<file path="src/logic/utx_pkg.sv">
// constants for the transmit endpoint control block
// assumes a 32-bit axi4-lite bus with word-aligned byte registers
package utx_pkg;
	// bus widths
	localparam int ADDR_W = 14;
	localparam int DATA_W = 32;
	// register indices; byte address is four times the index
	localparam logic [11:0] IDX_CSRL1 = 12'h112;
	localparam logic [11:0] IDX_CSRH1 = 12'h113;
	localparam logic [11:0] IDX_CSRH2 = 12'h123;
	localparam logic [11:0] IDX_CSRH3 = 12'h133;
	localparam logic [11:0] IDX_IRQ_STAT = 12'h140;
	localparam logic [11:0] IDX_IRQ_MASK = 12'h141;
	// low control/status field positions
	localparam int BIT_PKT_RDY = 0;
	localparam int BIT_FIFO_NE = 1;
	localparam int BIT_UNDERRUN = 2;
	localparam int BIT_FLUSH = 3;
	localparam int BIT_SEND_STALL = 4;
	localparam int BIT_STALLED = 5;
	localparam int BIT_CLR_TOG = 6;
	// high control field positions
	localparam int BIT_TOGGLE = 0;
	localparam int BIT_HI_RSVD = 6;
	// interrupt status/mask layout
	localparam int IRQ_W = 3;
	localparam int IRQ_TX = 0;
	localparam int IRQ_STALL = 1;
	localparam int IRQ_UNDR = 2;
	// reset values
	localparam logic [7:0] CSRL_RST = 8'h00;
	localparam logic [7:0] CSRH_RST = 8'h00;
	localparam logic [2:0] IRQ_RST = 3'h0;
	// number of high control registers
	localparam int NUM_HI = 3;
	// packet buffer depths
	localparam logic [1:0] DEPTH_SINGLE = 2'h1;
	localparam logic [1:0] DEPTH_DOUBLE = 2'h2;
	// bus responses
	localparam logic [1:0] AXI_OKAY = 2'h0;
	localparam logic [1:0] AXI_SLVERR = 2'h2;
	// answer given to an in token
	typedef enum logic [1:0] {
		RESP_NONE,
		RESP_DATA,
		RESP_NAK,
		RESP_STALL
	} utx_resp_t;
endpackage

</file>
<file path="src/logic/utx_pkt_count.sv">
// packet occupancy counter of the transmit fifo
// assumes one-cycle strobes synchronous to ref_clk
`timescale 1ns/1ns
`default_nettype none
module utx_pkt_count (
	input wire logic ref_clk,
	input wire logic sys_rst,
	input wire logic commit,
	input wire logic sent,
	input wire logic flushOne,
	input wire logic clearAll,
	input wire logic dblBuf,
	output logic [1:0] count,
	output logic full
);
	logic [1:0] count_q; // packets held
	logic [1:0] count_d; // next count
	logic [1:0] depth; // capacity in packets

	// capacity follows buffering mode
	assign depth = dblBuf ? utx_pkg::DEPTH_DOUBLE : utx_pkg::DEPTH_SINGLE;

	// add committed packet, drop sent or flushed one
	always_comb begin
		count_d = count_q;
		if (commit && count_d < depth) begin
			count_d = count_d + 2'h1;
		end
		if ((sent || flushOne) && count_d != 2'h0) begin
			count_d = count_d - 2'h1;
		end
		if (clearAll) begin // whole fifo emptied
			count_d = 2'h0;
		end
	end

	// occupancy register
	always_ff @(posedge ref_clk) begin
		if (sys_rst) begin
			count_q <= 2'h0;
		end else begin
			count_q <= count_d;
		end
	end

	assign count = count_q;
	assign full = (count_q >= depth);
endmodule
`default_nettype wire

</file>
<file path="src/logic/utx_irq_ctrl.sv">
// sticky interrupt status, mask and level interrupt line
// assumes event strobes and write strobes are one cycle wide
`timescale 1ns/1ns
`default_nettype none
module utx_irq_ctrl (
	input wire logic ref_clk,
	input wire logic sys_rst,
	input wire logic [2:0] events,
	input wire logic statWr,
	input wire logic maskWr,
	input wire logic [2:0] wrData,
	output logic [2:0] status,
	output logic [2:0] mask,
	output logic irq
);
	logic [2:0] stat_q; // sticky event bits
	logic [2:0] mask_q; // enables
	logic irq_q; // registered line

	// write one clears; a new event in the same cycle wins
	always_ff @(posedge ref_clk) begin
		if (sys_rst) begin
			stat_q <= utx_pkg::IRQ_RST;
		end else begin
			stat_q <= (stat_q & ~(statWr ? wrData : 3'h0)) | events;
		end
	end

	// mask register
	always_ff @(posedge ref_clk) begin
		if (sys_rst) begin
			mask_q <= utx_pkg::IRQ_RST;
		end else if (maskWr) begin
			mask_q <= wrData;
		end
	end

	// level output, high while an enabled bit is set
	always_ff @(posedge ref_clk) begin
		if (sys_rst) begin
			irq_q <= 1'b0;
		end else begin
			irq_q <= |(stat_q & mask_q);
		end
	end

	assign status = stat_q;
	assign mask = mask_q;
	assign irq = irq_q;
endmodule
`default_nettype wire

</file>
<file path="src/logic/utx_tx_ep_ctrl.sv">
// control and status logic of one device-mode transmit endpoint
// assumes an axi4-lite master on ref_clk and a usb link engine that
// gives one-cycle strobes synchronous to ref_clk
//
// The AXI4-Lite slave port was chosen for this implementation.
`timescale 1ns/1ns
`default_nettype none

// Operation
// clear-toggle write clears the data toggle
// stall sent: flag, flush fifo, drop ready
// send-stall answers every in token with stall
// send-stall ignored in isochronous mode
// flush drops packet, resets pointer, raises interrupt
// flush with ready aborts packet being loaded
// software may flush twice when double buffered
// software flushes only while ready is set
// in token without ready sets underrun
// fifo-not-empty shows held packets
// software sets ready after loading whole packet
// packet sent clears ready, raises interrupt
// double buffer clears ready for next packet
// reserved bit reads zero
// low register resets to zero
// byte-wide high control register per endpoint
// writing zero clears status, hardware set wins
module utx_tx_ep_ctrl (
	input wire logic ref_clk,
	input wire logic sys_rst,
	// axi4-lite slave
	input wire logic [13:0] s_axi_awaddr,
	input wire logic s_axi_awvalid,
	output logic s_axi_awready,
	input wire logic [31:0] s_axi_wdata,
	input wire logic [3:0] s_axi_wstrb,
	input wire logic s_axi_wvalid,
	output logic s_axi_wready,
	output logic [1:0] s_axi_bresp,
	output logic s_axi_bvalid,
	input wire logic s_axi_bready,
	input wire logic [13:0] s_axi_araddr,
	input wire logic s_axi_arvalid,
	output logic s_axi_arready,
	output logic [31:0] s_axi_rdata,
	output logic [1:0] s_axi_rresp,
	output logic s_axi_rvalid,
	input wire logic s_axi_rready,
	// link engine side
	input wire logic inTokenStb,
	input wire logic isoMode,
	input wire logic dblBufEn,
	input wire logic pktSentStb,
	input wire logic stallSentStb,
	input wire logic toggleFlipStb,
	output logic respData,
	output logic respNak,
	output logic respStall,
	output logic fifoPtrRst,
	output logic dataToggle,
	output logic fifoNotEmpty,
	output logic irq
);
	// ---- bus write channel state ----
	logic awHave_q; // address captured
	logic awHave_d;
	logic [13:0] awAddr_q; // captured address
	logic wHave_q; // data captured
	logic wHave_d;
	logic [31:0] wData_q; // captured data
	logic [3:0] wStrb_q; // captured strobes
	logic awReady_q;
	logic wReady_q;
	logic bValid_q;
	logic [1:0] bResp_q;
	logic wrEn; // write performed this cycle
	logic wrHit; // address decodes
	logic [7:0] wByte; // low byte of write data
	logic wLane0; // low byte lane enabled
	// ---- bus read channel state ----
	logic arReady_q;
	logic rValid_q;
	logic rValid_d;
	logic [31:0] rData_q;
	logic [1:0] rResp_q;
	logic [31:0] rdMux; // read data of addressed register
	logic rdHit; // read address decodes
	// ---- endpoint state ----
	logic pktRdy_q; // packet_ready
	logic pktRdy_d;
	logic sendStall_q; // send-stall control
	logic stalled_q; // stalled status
	logic underrun_q; // underrun_flag
	logic [7:0] hi_q [utx_pkg::NUM_HI]; // tx_endpoint_ctrl_high regs
	logic [7:0] csrl; // assembled low register
	// ---- decoded software actions ----
	logic wrLow; // write to low register
	logic wrStat; // write to interrupt status
	logic wrMask; // write to interrupt mask
	logic swSetRdy; // software raises packet_ready
	logic swFlush; // software flush
	logic swClrTog; // clear_toggle_cmd
	logic commit; // packet handed to fifo
	logic flushOne; // latest packet removed
	logic autoClr; // double-buffer hand-off
	// ---- link answers ----
	logic stallAns; // token gets stall
	logic [1:0] pktCount; // packets held
	logic fifoFull; // no room left
	utx_pkg::utx_resp_t resp; // answer to current token
	logic respData_q;
	logic respNak_q;
	logic respStall_q;
	logic ptrRst_q;
	logic fifo_not_empty_q;
	logic [2:0] irqEvents; // tx, stall, underrun events
	logic [2:0] irqStat; // sticky status
	logic [2:0] irqMask; // mask

	// ---------------- axi write path ----------------
	// a write happens once both halves are held and no response waits
	assign wrEn = awHave_q && wHave_q && !bValid_q;
	assign wByte = wData_q[7:0];
	assign wLane0 = wStrb_q[0];

	// address capture flag
	always_comb begin
		awHave_d = awHave_q;
		if (s_axi_awvalid && awReady_q) begin
			awHave_d = 1'b1;
		end else if (wrEn) begin
			awHave_d = 1'b0;
		end
	end

	// data capture flag
	always_comb begin
		wHave_d = wHave_q;
		if (s_axi_wvalid && wReady_q) begin
			wHave_d = 1'b1;
		end else if (wrEn) begin
			wHave_d = 1'b0;
		end
	end

	// write address and data holding registers
	always_ff @(posedge ref_clk) begin
		if (sys_rst) begin
			awHave_q <= 1'b0;
			wHave_q <= 1'b0;
			awReady_q <= 1'b0;
			wReady_q <= 1'b0;
			awAddr_q <= 14'h0000;
			wData_q <= 32'h00000000;
			wStrb_q <= 4'h0;
		end else begin
			awHave_q <= awHave_d;
			wHave_q <= wHave_d;
			awReady_q <= !awHave_d;
			wReady_q <= !wHave_d;
			if (s_axi_awvalid && awReady_q) begin
				awAddr_q <= s_axi_awaddr;
			end
			if (s_axi_wvalid && wReady_q) begin
				wData_q <= s_axi_wdata;
				wStrb_q <= s_axi_wstrb;
			end
		end
	end

	// write decode; registers sit at four times their index
	always_comb begin
		wrLow = 1'b0;
		wrStat = 1'b0;
		wrMask = 1'b0;
		wrHit = 1'b1;
		case (awAddr_q[13:2])
			utx_pkg::IDX_CSRL1: wrLow = wrEn && wLane0;
			utx_pkg::IDX_CSRH1: wrHit = 1'b1;
			utx_pkg::IDX_CSRH2: wrHit = 1'b1;
			utx_pkg::IDX_CSRH3: wrHit = 1'b1;
			utx_pkg::IDX_IRQ_STAT: wrStat = wrEn && wLane0;
			utx_pkg::IDX_IRQ_MASK: wrMask = wrEn && wLane0;
			default: wrHit = 1'b0;
		endcase
		if (awAddr_q[1:0] != 2'h0) begin // misaligned
			wrHit = 1'b0;
			wrLow = 1'b0;
			wrStat = 1'b0;
			wrMask = 1'b0;
		end
	end

	// write response, slverr on an unmapped address
	always_ff @(posedge ref_clk) begin
		if (sys_rst) begin
			bValid_q <= 1'b0;
			bResp_q <= utx_pkg::AXI_OKAY;
		end else if (wrEn) begin
			bValid_q <= 1'b1;
			bResp_q <= wrHit ? utx_pkg::AXI_OKAY : utx_pkg::AXI_SLVERR;
		end else if (s_axi_bready) begin
			bValid_q <= 1'b0;
		end
	end

	// ---------------- software actions ----------------
	// flush together with ready aborts the loading packet
	assign swFlush = wrLow && wByte[utx_pkg::BIT_FLUSH];
	assign swSetRdy = wrLow && wByte[utx_pkg::BIT_PKT_RDY] && !pktRdy_q;
	assign commit = swSetRdy && !swFlush;
	assign flushOne = swFlush && !swSetRdy;
	assign swClrTog = wrLow && wByte[utx_pkg::BIT_CLR_TOG];
	// second buffer free: ready drops so the next packet can load
	assign autoClr = commit && dblBufEn && pktCount == 2'h0;

	// occupancy of the transmit fifo
	utx_pkt_count u_count (
		.ref_clk(ref_clk),
		.sys_rst(sys_rst),
		.commit(commit),
		.sent(pktSentStb),
		.flushOne(flushOne),
		.clearAll(stallSentStb),
		.dblBuf(dblBufEn),
		.count(pktCount),
		.full(fifoFull)
	);

	// packet_ready: hardware clears take priority over the set
	always_comb begin
		pktRdy_d = pktRdy_q;
		if (commit && !fifoFull) begin
			pktRdy_d = 1'b1;
		end
		if (autoClr) begin
			pktRdy_d = 1'b0;
		end
		if (pktSentStb) begin
			pktRdy_d = 1'b0;
		end
		if (swFlush) begin
			pktRdy_d = 1'b0;
		end
		if (stallSentStb) begin
			pktRdy_d = 1'b0;
		end
	end

	// low register control bits; all clear at reset
	always_ff @(posedge ref_clk) begin
		if (sys_rst) begin
			pktRdy_q <= utx_pkg::CSRL_RST[utx_pkg::BIT_PKT_RDY];
			sendStall_q <= utx_pkg::CSRL_RST[utx_pkg::BIT_SEND_STALL];
		end else begin
			pktRdy_q <= pktRdy_d;
			if (wrLow) begin // software holds stall until it clears it
				sendStall_q <= wByte[utx_pkg::BIT_SEND_STALL];
			end
		end
	end

	// stalled status: set on stall sent, software writes zero to clear
	always_ff @(posedge ref_clk) begin
		if (sys_rst) begin
			stalled_q <= utx_pkg::CSRL_RST[utx_pkg::BIT_STALLED];
		end else if (stallSentStb) begin
			stalled_q <= 1'b1;
		end else if (wrLow && !wByte[utx_pkg::BIT_STALLED]) begin
			stalled_q <= 1'b0;
		end
	end

	// underrun status: in token while packet_ready is clear
	always_ff @(posedge ref_clk) begin
		if (sys_rst) begin
			underrun_q <= utx_pkg::CSRL_RST[utx_pkg::BIT_UNDERRUN];
		end else if (inTokenStb && !pktRdy_q) begin
			underrun_q <= 1'b1;
		end else if (wrLow && !wByte[utx_pkg::BIT_UNDERRUN]) begin
			underrun_q <= 1'b0;
		end
	end

	// high control registers; endpoint 1 bit 0 is the data toggle
	genvar gi;
	generate
		for (gi = 0; gi < utx_pkg::NUM_HI; gi++) begin : g_hi
			logic wrThis; // write to this high register
			logic [11:0] idx; // index of this register
			assign idx = (gi == 0) ? utx_pkg::IDX_CSRH1 :
				(gi == 1) ? utx_pkg::IDX_CSRH2 : utx_pkg::IDX_CSRH3;
			assign wrThis = wrEn && wLane0 && awAddr_q[1:0] == 2'h0 &&
				awAddr_q[13:2] == idx;
			// byte-wide store, reserved bit held at zero
			always_ff @(posedge ref_clk) begin
				if (sys_rst) begin
					hi_q[gi] <= utx_pkg::CSRH_RST;
				end else begin
					if (wrThis) begin
						hi_q[gi] <= wByte & ~(8'h01 << utx_pkg::BIT_HI_RSVD);
					end
					if (gi == 0 && toggleFlipStb) begin // link flips toggle
						hi_q[gi][utx_pkg::BIT_TOGGLE] <=
							!hi_q[gi][utx_pkg::BIT_TOGGLE];
					end
					if (gi == 0 && swClrTog) begin
						hi_q[gi][utx_pkg::BIT_TOGGLE] <= 1'b0;
					end
				end
			end
		end
	endgenerate

	// ---------------- link answers ----------------
	// stall only outside isochronous transfers
	assign stallAns = sendStall_q && !isoMode;

	// choose the answer for a token
	always_comb begin
		resp = utx_pkg::RESP_NONE;
		if (inTokenStb) begin
			if (stallAns) begin
				resp = utx_pkg::RESP_STALL;
			end else if (pktCount != 2'h0) begin
				resp = utx_pkg::RESP_DATA;
			end else begin
				resp = utx_pkg::RESP_NAK;
			end
		end
	end

	// registered answer strobes, pointer reset and fifo status
	always_ff @(posedge ref_clk) begin
		if (sys_rst) begin
			respData_q <= 1'b0;
			respNak_q <= 1'b0;
			respStall_q <= 1'b0;
			ptrRst_q <= 1'b0;
			fifo_not_empty_q <= 1'b0;
		end else begin
			respData_q <= resp == utx_pkg::RESP_DATA;
			respNak_q <= resp == utx_pkg::RESP_NAK;
			respStall_q <= resp == utx_pkg::RESP_STALL;
			ptrRst_q <= swFlush || stallSentStb;
			fifo_not_empty_q <= pktCount != 2'h0;
		end
	end

	// ---------------- interrupts ----------------
	assign irqEvents[utx_pkg::IRQ_TX] = pktSentStb || swFlush;
	assign irqEvents[utx_pkg::IRQ_STALL] = stallSentStb;
	assign irqEvents[utx_pkg::IRQ_UNDR] = inTokenStb && !pktRdy_q;

	utx_irq_ctrl u_irq (
		.ref_clk(ref_clk),
		.sys_rst(sys_rst),
		.events(irqEvents),
		.statWr(wrStat),
		.maskWr(wrMask),
		.wrData(wByte[2:0]),
		.status(irqStat),
		.mask(irqMask),
		.irq(irq)
	);

	// ---------------- axi read path ----------------
	// low register image; reserved, clear-toggle and flush read zero
	always_comb begin
		csrl = 8'h00;
		csrl[utx_pkg::BIT_PKT_RDY] = pktRdy_q;
		csrl[utx_pkg::BIT_FIFO_NE] = fifo_not_empty_q;
		csrl[utx_pkg::BIT_UNDERRUN] = underrun_q;
		csrl[utx_pkg::BIT_SEND_STALL] = sendStall_q;
		csrl[utx_pkg::BIT_STALLED] = stalled_q;
	end

	// read decode
	always_comb begin
		rdMux = 32'h00000000;
		rdHit = 1'b1;
		case (s_axi_araddr[13:2])
			utx_pkg::IDX_CSRL1: rdMux[7:0] = csrl;
			utx_pkg::IDX_CSRH1: rdMux[7:0] = hi_q[0];
			utx_pkg::IDX_CSRH2: rdMux[7:0] = hi_q[1];
			utx_pkg::IDX_CSRH3: rdMux[7:0] = hi_q[2];
			utx_pkg::IDX_IRQ_STAT: rdMux[2:0] = irqStat;
			utx_pkg::IDX_IRQ_MASK: rdMux[2:0] = irqMask;
			default: rdHit = 1'b0;
		endcase
		if (s_axi_araddr[1:0] != 2'h0) begin
			rdHit = 1'b0;
			rdMux = 32'h00000000;
		end
	end

	// read valid next state
	always_comb begin
		rValid_d = rValid_q;
		if (s_axi_arvalid && arReady_q) begin
			rValid_d = 1'b1;
		end else if (rValid_q && s_axi_rready) begin
			rValid_d = 1'b0;
		end
	end

	// read channel registers
	always_ff @(posedge ref_clk) begin
		if (sys_rst) begin
			arReady_q <= 1'b0;
			rValid_q <= 1'b0;
			rData_q <= 32'h00000000;
			rResp_q <= utx_pkg::AXI_OKAY;
		end else begin
			rValid_q <= rValid_d;
			arReady_q <= !rValid_d;
			if (s_axi_arvalid && arReady_q) begin
				rData_q <= rdMux;
				rResp_q <= rdHit ? utx_pkg::AXI_OKAY : utx_pkg::AXI_SLVERR;
			end
		end
	end

	// ---------------- outputs ----------------
	assign s_axi_awready = awReady_q;
	assign s_axi_wready = wReady_q;
	assign s_axi_bvalid = bValid_q;
	assign s_axi_bresp = bResp_q;
	assign s_axi_arready = arReady_q;
	assign s_axi_rvalid = rValid_q;
	assign s_axi_rdata = rData_q;
	assign s_axi_rresp = rResp_q;
	assign respData = respData_q;
	assign respNak = respNak_q;
	assign respStall = respStall_q;
	assign fifoPtrRst = ptrRst_q;
	assign dataToggle = hi_q[0][utx_pkg::BIT_TOGGLE];
	assign fifoNotEmpty = fifo_not_empty_q;
endmodule
`default_nettype wire

</file>
<file path="config.mk">
export PLATFORM = sky130hd
export DESIGN_NAME = utx_tx_ep_ctrl
export DESIGN_NICKNAME = d
export VERILOG_FILES = /design/src/logic/utx_pkg.sv /design/src/logic/utx_pkt_count.sv /design/src/logic/utx_irq_ctrl.sv /design/src/logic/utx_tx_ep_ctrl.sv
export SDC_FILE = /design/constraint.sdc
export NUM_CORES = 1
export LEC_CHECK = 0
export ABC_AREA = 1
export BUFFER_PORTS_ARGS = -buffer_cell sky130_fd_sc_hd__buf_2
export CAP_MARGIN = 30
export CORE_UTILIZATION = 48
export CTS_BUF_LIST = sky130_fd_sc_hd__clkbuf_8
export DETAILED_ROUTE_END_ITERATION = 8
export GPL_TIMING_DRIVEN = 0
export PLACE_DENSITY_LB_ADDON = 0.05
export RECOVER_POWER = 50
export SYNTH_ARGS = -nofsm -noshare
export SYNTH_HDL_FRONTEND = slang
export SYNTH_SLANG_ARGS = --single-unit
export TNS_END_PERCENT = 30
</file>
<file path="constraint.sdc">
create_clock -name ref_clk -period 2.3 [get_ports ref_clk]
set_clock_uncertainty 0.05 [all_clocks]
set_input_delay 0.46 -clock ref_clk [delete_from_list [all_inputs] [get_ports ref_clk]]
set_output_delay 0.46 -clock ref_clk [all_outputs]
set_load 0.005 [all_outputs]
</file>
==> results of run 1 <==
worst max-delay path: stages (launching register included):
cell and delay, ns:
dfxtp_1 0.32, inv_1 0.13, nand2_1 0.07, nor2_1 0.14, nand2_1 0.06, nor2_1 0.18, nand4_1 0.20, nand2_1 0.13
nand2_2 0.07, ha_1 0.19, o21bai_1 0.14, inv_1 0.11, nand2_4 0.06, nand2_1 0.06, nand2_1 0.05, nor2_1 0.08
cell families (layout without fill, tap and decap cells):
group	Yosys count	count (layout)	share of synthesized area
AND/OR/NAND/NOR	254	254	0.3075
buffers and inverters	102	189	0.1266
flip-flops	78	78	0.4540
AO/OA/AOI/OAI	75	75	0.09811
adder cells (fa/ha/maj)	4	4	0.01283
other	1	27	0.0009609
path summary, 6_finish.rpt:
path	to	depth (start not counted)	start	slack, ns
max	u_count.count[0]	15	awAddr_q[7]	0.21
min	awAddr_q[0]	3	s_axi_awaddr[0]	0.30
max reg2reg	u_count.count[0]	15	awAddr_q[7]	0.21
min reg2reg	s_axi_rdata[0]	2	s_axi_rdata[0]	0.42
Yosys cell counts (all sizes together) (4+ instances only):
| library cell | instances |
|---|---|
| clkbuf | 7 |
| nor2 | 99 |
| dfxtp | 57 |
| nand3 | 38 |
| nand4 | 15 |
| nand2 | 88 |
| edfxtp | 21 |
| inv | 65 |
| buf | 30 |
| o21ai | 38 |
| nor3 | 12 |
| a21oi | 35 |
| ha | 4 |
power groups by stage:
stage	combinational [mW]	sequential (mW)	clock [mW]
final	0.318	1.50	1.22
after global routing	0.364	1.51	1.30
after floorplan	0.212	1.53	0
after global placement	0.312	1.53	0
after CTS	0.320	1.50	1.24
after detailed placement	0.320	1.53	0
per-layer routing:
| metal | vias to the layer above | track usage | share of wire |
|---|---|---|---|
| met2 | 89 | 0.3899 | 0.49 |
| met1 | 1532 | 0.2546 | 0.43 |
| met3 | 20 | 0.03400 | 0.043 |
| met5 | - | 0 | 0 |
| met4 | 0 | 0.1146 | 0.029 |
| li1 | 1824 | - | - |
sequential cells by signal, summed over array words and instances (netlist names), 2 cells and up:
register,count
wData_q,8
u_count.count,2
s_axi_rdata,7
u_irq.mask,3
hi_q,21
awAddr_q,14
u_irq.status,3
final cells by class:
type                       count  area share
tap                          102     0.02708
multi-input combinational    360      0.3675
sequential                    78      0.3760
timing repair buffer          71     0.07408
buffer                        37     0.05258
inverter                      65     0.05231
clock inverter                 7     0.02416
clock buffer                   9     0.02629
through the flow:
stage | utilization | area (µm²) | power (mW) | instances
2_1_floorplan | - | 4000 | 1.738 | 540
3_3_place_gp | 0.5729 | 4473 | 1.844 | 711
3_5_place_dp | 0.5742 | 4483 | 1.854 | 713
5_1_grt | 0.6035 | 4712 | 3.173 | 729
4_1_cts | 0.6046 | 4721 | 3.058 | 729
6_report | 0.6035 | 4712 | 3.045 | 729
==> metrics.yaml, run 1 <==
synthesis:
  synth_area_leaders: "dfxtp_1 (29%), edfxtp_1 (16%), nor2_1 (8.4%), nand2_1 (7.7%), inv_1 (5.5%)"
  ys_async_sr_fraction: 0
  yosys_warnings: 0
  syn-instance-count: 514
  synth.largest_area_cell: "dfxtp_1"
  synth_flop_cell: "dfxtp_1"
  synth_edf_count: 21
  synth-seq-area-share: 0.4540
  syn_area_um2: 3902
  syn_avg_cell_area_um2: 7.592
  ys_ff_latch: 78
  yosysUniqueCellTypes: 32
  synth_top_area_frac: 0.2924
clock_network:
  cts.clk_slew.worst_paths_ns: 0.08
  cts_sinks: 78
  cts_tree: "built"
  ctsResizeCount: 0
  clk_latency_ns: 0.36
  postCtsSetupBuffers: 0
  cts-root-buf: "clkbuf_8"
  cts_hold_buffers: 0
  cts_buffer_depth: 2
  numCtsBuffers: 9
  htreeDepth: 3
worst_setup_path:
  worstPathMaxFanout: 6
  start_kind: "register"
  cp_data_required_time_ns: 2.55
  end_kind: "register"
  cp_data_arrival_time_ns: 2.34
  path_class: "reg2reg"
timing:
  setup_tns_ns: 0
  finalHoldViolations: 0
  rsz0062_at_grt: "false"
  min_period_over_period: 0.9088
  setup_viol: 0
  setup_ws_ns: 0.2097
  drv_slew: 0
  holdWs_ns: 0.2956
  fmax_mhz: 478.4
  period_minus_slack_ns: 2.090
finish:
  final_nets: 703
  n_antenna_cell: 0
  final_cell_mix: "nor2_1 (88), nand2_1 (80), buf_2 (66), inv_1 (60), dfxtp_1 (57)"
  nFillCells: 749
  drive_gt1_frac: 0.2217
  multi_input_area_um2: 1732
  area_growth_pct: 20.74
  seq_area_um2: 1772
  final_common_cell: "nor2_1"
route:
  drc: 0
  drt_iter0_drc: 159
  routed_wl_um: 8791
  via_per_inst: 4.753
  vias: 3465
  post_drt_wl_per_cell_um: 12.06
  antenna_left: 0
  drtPass1Iterations: 4
global_routing:
  grt_max_degree: 14
  antenna_found_initial: 0
  grt_usage: 0.2199
  grt-ovfl-total: 0
  grt_pass1_wl_um: 14230
  grt_pass1_vias: 3135
pwr:
  power_density_nw_per_um2: 646.2
  cellInternalPower_mw: 2.308
  pwr-share-comb: 0.104
  pwr-share-clk: 0.402
  pwr-share-seq: 0.493
  switching_share: 0.2422
  p_leak_nw: 2.267
  p_sw_mw: 0.7374
  max-vdd-ir-drop_mv: 0.3147
floorplanning:
  die_x_um: 92.17
  rows: 32
  ios: 125
  die_area_um2: 8494
  die_h_um: 92.17
  core_area_um2: 7807
  start_util: 0.4998
placed_design:
  pre_cts_slack_ns: 0.005638
  gp_congestion: 0.8711
  port_buffers: 69
  dp_hpwl_um: 7094
flow_run:
  maxCapViolCount: 0
min_path:
  hold_path.class: "in2reg"
status:
  status: "finished clean"
Power figures use the tool's default switching activity.
==> run 2, diff against run 1 <==
--- a/config.mk
+++ b/config.mk
@@ -8,7 +8,7 @@
 export ABC_AREA = 1
 export BUFFER_PORTS_ARGS = -buffer_cell sky130_fd_sc_hd__buf_2
 export CAP_MARGIN = 30
-export CORE_UTILIZATION = 48
+export CORE_UTILIZATION = 30
 export CTS_BUF_LIST = sky130_fd_sc_hd__clkbuf_8
 export DETAILED_ROUTE_END_ITERATION = 8
 export GPL_TIMING_DRIVEN = 0
==> run 2 against run 1 <==
Setup slack got worse by 0.012 ns; fmax shrank 0.55%; flip-flop and latch count is the same; first-iteration DRC count rose by 9.4%; via count hardly changed; largest cell class unchanged; sequential share of layout area is 0.42 points lower.
==> metrics.yaml, run 2 (same netlist as run 1, synthesis figures left out) <==
status:
  status: "finished clean"
pwr:
  p_leak_nw: 2.207
  power_density_nw_per_um2: 620.3
  max-vdd-ir-drop_mv: 0.3263
  fin_total_pwr_mw: 2.956
timing:
  holdWs_ns: 0.3005
  tightest_slew_ns: 0.6140
  drv_slew: 0
  min_period_over_period: 0.9139
  finalHoldViolations: 0
  period_minus_slack_ns: 2.102
  rsz0062_at_grt: "false"
  relSlewSlack: 0.5863
  fmax_mhz: 475.7
  setup_viol: 0
  setup_ws_ns: 0.1980
  setup_tns_ns: 0
clock_network:
  clk_latency_ns: 0.36
  cts_sinks: 78
  ctsResizeCount: 0
  numCtsBuffers: 9
  cts_hold_buffers: 0
  cts.clk_slew.worst_paths_ns: 0.08
  htreeDepth: 3
  postCtsSetupBuffers: 0
  cts-root-buf: "clkbuf_8"
  cts_buffer_depth: 2
  cts_tree: "built"
worst_setup_path:
  cp_data_arrival_time_ns: 2.30
  crit_start: "awAddr_q[7]"
  r2r_start: "awAddr_q[7]"
  reg2reg_to: "u_count.count[0]"
  end_kind: "register"
  cp_data_required_time_ns: 2.50
  reg2reg_slack_ns: 0.20
  path_class: "reg2reg"
  r2r_cells: 14
  crit_end: "u_count.count[0]"
  worstPathMaxFanout: 6
  start_kind: "register"
finish:
  instances_no_fill: 799
  final_cell_mix: "nor2_1 (87), nand2_1 (80), inv_1 (60), dfxtp_1 (57), buf_2 (55)"
  top_register: "hi_q"
  drive_gt1_frac: 0.2057
  largest_reg_flops: 21
  area_growth_pct: 22.12
  final_common_cell: "nor2_1"
  final_nets: 703
  n_antenna_cell: 0
  top_regs: "hi_q (21), awAddr_q (14), wData_q (8)"
floorplanning:
  die_h_um: 116.1
  start_util: 0.3080
  ios: 125
  die_x_um: 116.1
  rows: 41
  core_area_um2: 12670
  die_area_um2: 13470
placed_design:
  placed_cells: 783
  pre_cts_slack_ns: -0.06099
  dp_hpwl_um: 8038
  gp_congestion: 0.8270
  port_buffers: 69
global_routing:
  grt_max_degree: 14
  grt-ovfl-total: 0
  antenna_found_initial: 0
  grt_pass1_vias: 3374
  grt_pass1_wl_um: 16080
  grt_usage: 0.1584
route:
  drtPass1Iterations: 4
  drt_iter0_drc: 174
  via_per_inst: 4.338
  drc: 0
  post_drt_wl_per_cell_um: 12.48
  antenna_left: 0
  vias: 3466
  routed_wl_um: 9974
min_path:
  hold_path.class: "in2reg"
flow_run:
  maxCapViolCount: 0
==> run 2: cell count changes in the layout (fill, tap and decap cells not counted), sizes merged <==
cell,before,now
clkbuf,22,33
buf,95,84
bufinv,3,2
clkinvlp,1,2
inv,68,67
clkinv,0,1
==> run 2: power breakdown <==
group          internal [mW]  leakage (nW)  switching, mW  total [mW]
sequential              1.47         0.684         0.0361        1.50
clock                  0.605         0.108          0.524        1.13
combinational          0.123          1.41          0.200       0.324
==> run 2: how the worst min path moves through the flow <==
stage | cells after the start | to | from | slack [ns]
floorplan | 2 | awAddr_q[4] | awAddr_q[4] | 0.39
global route | 3 | awAddr_q[11] | s_axi_awaddr[11] | 0.31
finish | 3 | awAddr_q[11] | s_axi_awaddr[11] | 0.30
detailed placement | 2 | s_axi_rdata[1] | s_axi_rdata[1] | 0.41
global placement | 2 | s_axi_rdata[3] | s_axi_rdata[3] | 0.41
CTS | 3 | awAddr_q[11] | s_axi_awaddr[11] | 0.29
==> run 2: area by class of cell <==
type / instances / area [µm²]
Clock buffer: 9 / 123.9
Buffer: 37 / 247.7
Timing Repair Buffer: 71 / 335.3
Clock inverter: 7 / 91.34
Fill cell: 1405 / 7905
Tap cell: 172 / 215.2
Sequential cell: 78 / 1772
Multi-Input combinational cell: 360 / 1734
Inverter: 65 / 246.5
==> run 2: metal layers <==
layer	wire, µm	vias to the layer above	track usage
met5	0	-	0
met4	214	0	0.06667
met3	400	17	0.02981
met2	4821	86	0.2802
met1	4537	1536	0.1872
li1	-	1827	-
==> run 2: stage by stage <==
| stage | utilization | cell area (µm²) |
|---|---|---|
| 2_1_floorplan | - | 4000 |
| 3_3_place_gp | 0.3599 | 4561 |
| 3_5_place_dp | 0.3607 | 4571 |
| 4_1_cts | 0.3777 | 4786 |
| 5_1_grt | 0.3761 | 4766 |
| 6_report | 0.3761 | 4766 |
==> run 2: critical path: stages (launching register included) <==
cell and delay, ns:
dfxtp_1 0.32, inv_1 0.14, nand2_1 0.07, nor2_1 0.17
nand2_1 0.07, nor2_1 0.16, nand4_1 0.19, nand2_1 0.12
nand2_2 0.07, ha_1 0.19, o21bai_1 0.14, inv_1 0.11
nand2_4 0.06, nor2_1 0.10, nor2_1 0.05
==> run 3, diff against run 2 <==
--- a/config.mk
+++ b/config.mk
@@ -10,10 +10,11 @@
 export CAP_MARGIN = 30
 export CORE_UTILIZATION = 30
 export CTS_BUF_LIST = sky130_fd_sc_hd__clkbuf_8
+export CTS_CLUSTER_DIAMETER = 50
 export DETAILED_ROUTE_END_ITERATION = 8
 export GPL_TIMING_DRIVEN = 0
 export PLACE_DENSITY_LB_ADDON = 0.05
-export RECOVER_POWER = 50
+export RECOVER_POWER = 100
 export SYNTH_ARGS = -nofsm -noshare
 export SYNTH_HDL_FRONTEND = slang
 export SYNTH_SLANG_ARGS = --single-unit
==> run 3 against run 2 <==
Flip-flop and latch count unchanged; count of clock-buffer cells in the layout unchanged; register-to-register slack about the same; critical path depth unchanged; die area unchanged; non-clock buffer count unchanged; power about the same; worst hold slack about the same; via count about the same; global-route usage unchanged; sequential power about the same; largest power group unchanged.
==> metrics.yaml, run 3 (same netlist as run 1, synthesis figures left out) <==
global_routing:
  grt-ovfl-total: 0
  grt_max_degree: 14
  grt_pass1_vias: 3374
  grt_usage: 0.1584
  grt_pass1_wl_um: 16080
  antenna_found_initial: 0
worst_setup_path:
  start_kind: "register"
  r2r_start: "awAddr_q[7]"
  reg2reg_slack_ns: 0.20
  cp_data_required_time_ns: 2.50
  cp_data_arrival_time_ns: 2.30
  end_kind: "register"
  crit_end: "u_count.count[0]"
  reg2reg_to: "u_count.count[0]"
  worstPathMaxFanout: 6
  r2r_cells: 14
  crit_start: "awAddr_q[7]"
  path_class: "reg2reg"
floorplanning:
  die_x_um: 116.1
  start_util: 0.3080
  ios: 125
  die_h_um: 116.1
  core_area_um2: 12670
  rows: 41
  die_area_um2: 13470
timing:
  relSlewSlack: 0.5714
  fmax_mhz: 475.8
  tightest_slew_ns: 0.6377
  setup_tns_ns: 0
  finalHoldViolations: 0
  rsz0062_at_grt: "false"
  setup_viol: 0
  period_minus_slack_ns: 2.102
  drv_slew: 0
  min_period_over_period: 0.9138
finish:
  top_register: "hi_q"
  drive_gt1_frac: 0.2010
  final_area_um2: 4750
  area_growth_pct: 21.71
  final_cell_mix: "nor2_1 (88), nand2_1 (82), inv_1 (60), dfxtp_1 (57), buf_2 (54)"
  n_antenna_cell: 0
  final_nets: 703
  final_common_cell: "nor2_1"
  top_regs: "hi_q (21), awAddr_q (14), wData_q (8)"
  nFillCells: 1410
  largest_reg_flops: 21
  post-route-util: 0.3748
pwr:
  pwr-share-comb: 0.109
  p_leak_nw: 2.194
  switching_share: 0.2572
  pwr-share-clk: 0.382
  cellInternalPower_mw: 2.196
  power_density_nw_per_um2: 622.4
  p_sw_mw: 0.7604
  pwr-share-seq: 0.509
  max-vdd-ir-drop_mv: 0.3267
clock_network:
  numCtsBuffers: 9
  cts_tree: "built"
  ctsResizeCount: 0
  cts-root-buf: "clkbuf_8"
  cts_hold_buffers: 0
  cts_buffer_depth: 2
  cts.clk_slew.worst_paths_ns: 0.08
  clk_latency_ns: 0.35
  cts_sinks: 78
  postCtsSetupBuffers: 0
  htreeDepth: 3
flow_run:
  maxCapViolCount: 0
placed_design:
  gp_congestion: 0.8270
  postPlaceCellArea_um2: 4571
  port_buffers: 69
  dp_hpwl_um: 8038
route:
  drc: 0
  drtPass1Iterations: 4
  vias: 3464
  drt_iter0_drc: 172
  post_drt_wl_per_cell_um: 12.49
  via_per_inst: 4.335
  routed_wl_um: 9980
  antenna_left: 0
status:
  status: "finished clean"
min_path:
  hold_path.class: "in2reg"
-- run 3: cell types whose count changed in the layout (fill, tap and decap cells not counted), sizes merged --
cell	before	now
buf	84	83
clkbuf	33	34
-- run 3: worst max-delay path: stages (launching register included) --
cell      delay, ns
dfxtp_1        0.32
inv_1          0.14
nand2_1        0.07
nor2_1         0.17
nand2_1        0.07
nor2_1         0.16
nand4_1        0.19
nand2_1        0.12
nand2_2        0.07
ha_1           0.19
o21bai_1       0.14
inv_1          0.11
nand2_4        0.06
nor2_1         0.10
nor2_1         0.05
-- run 3: cell type report --
type / count / area [µm²] / area share
Buffer: 37 / 247.7 / 0.05216
Multi-Input combinational cell: 360 / 1718 / 0.3617
Sequential cell: 78 / 1772 / 0.3730
Clock buffer: 9 / 123.9 / 0.02608
Tap cell: 172 / 215.2 / 0.04531
Inverter: 65 / 246.5 / 0.05190
Timing Repair Buffer: 71 / 335.3 / 0.07060
Clock inverter: 7 / 91.34 / 0.01923
-- run 3: metal layers --
| layer | global-route usage | share of wire | vias up |
|---|---|---|---|
| met5 | 0 | 0 | - |
| met4 | 0.06667 | 0.022 | 0 |
| met3 | 0.02981 | 0.039 | 18 |
| met2 | 0.2802 | 0.48 | 83 |
| met1 | 0.1872 | 0.46 | 1537 |
| li1 | - | - | 1826 |
-- run 3: stage by stage --
stage | total power, mW | std cells | hold slack, ns | setup WS [ns]
3_5_place_dp | 1.864 | 783 | 0.4067 | -0.06099
6_report | 2.956 | 799 | 0.3005 | 0.1983
3_3_place_gp | 1.858 | 781 | 0.4070 | -0.08521
4_1_cts | 3.001 | 799 | 0.2868 | 0.1606
5_1_grt | 3.107 | 799 | 0.3078 | 0.01218
2_1_floorplan | 1.738 | 540 | 0.3940 | 0.2582
-- run 3: worst min-delay path by stage --
| stage | from | end | slack, ns | cells past startpoint |
|---|---|---|---|---|
| global route | s_axi_awaddr[11] | awAddr_q[11] | 0.31 | 3 |
| CTS | s_axi_awaddr[11] | awAddr_q[11] | 0.29 | 3 |
| floorplan | awAddr_q[4] | awAddr_q[4] | 0.39 | 2 |
| detailed placement | s_axi_rdata[1] | s_axi_rdata[1] | 0.41 | 2 |
| global placement | s_axi_rdata[3] | s_axi_rdata[3] | 0.41 | 2 |
| finish | s_axi_awaddr[11] | awAddr_q[11] | 0.30 | 3 |
-- run 3: power by group through the flow --
| stage | clock network (mW) | registers (mW) | logic (mW) |
|---|---|---|---|
| final | 1.13 | 1.50 | 0.322 |
| after detailed placement | 0 | 1.54 | 0.328 |
| after global routing | 1.22 | 1.51 | 0.372 |
| after global placement | 0 | 1.54 | 0.323 |
| after CTS | 1.17 | 1.50 | 0.329 |
| after floorplan | 0 | 1.53 | 0.212 |
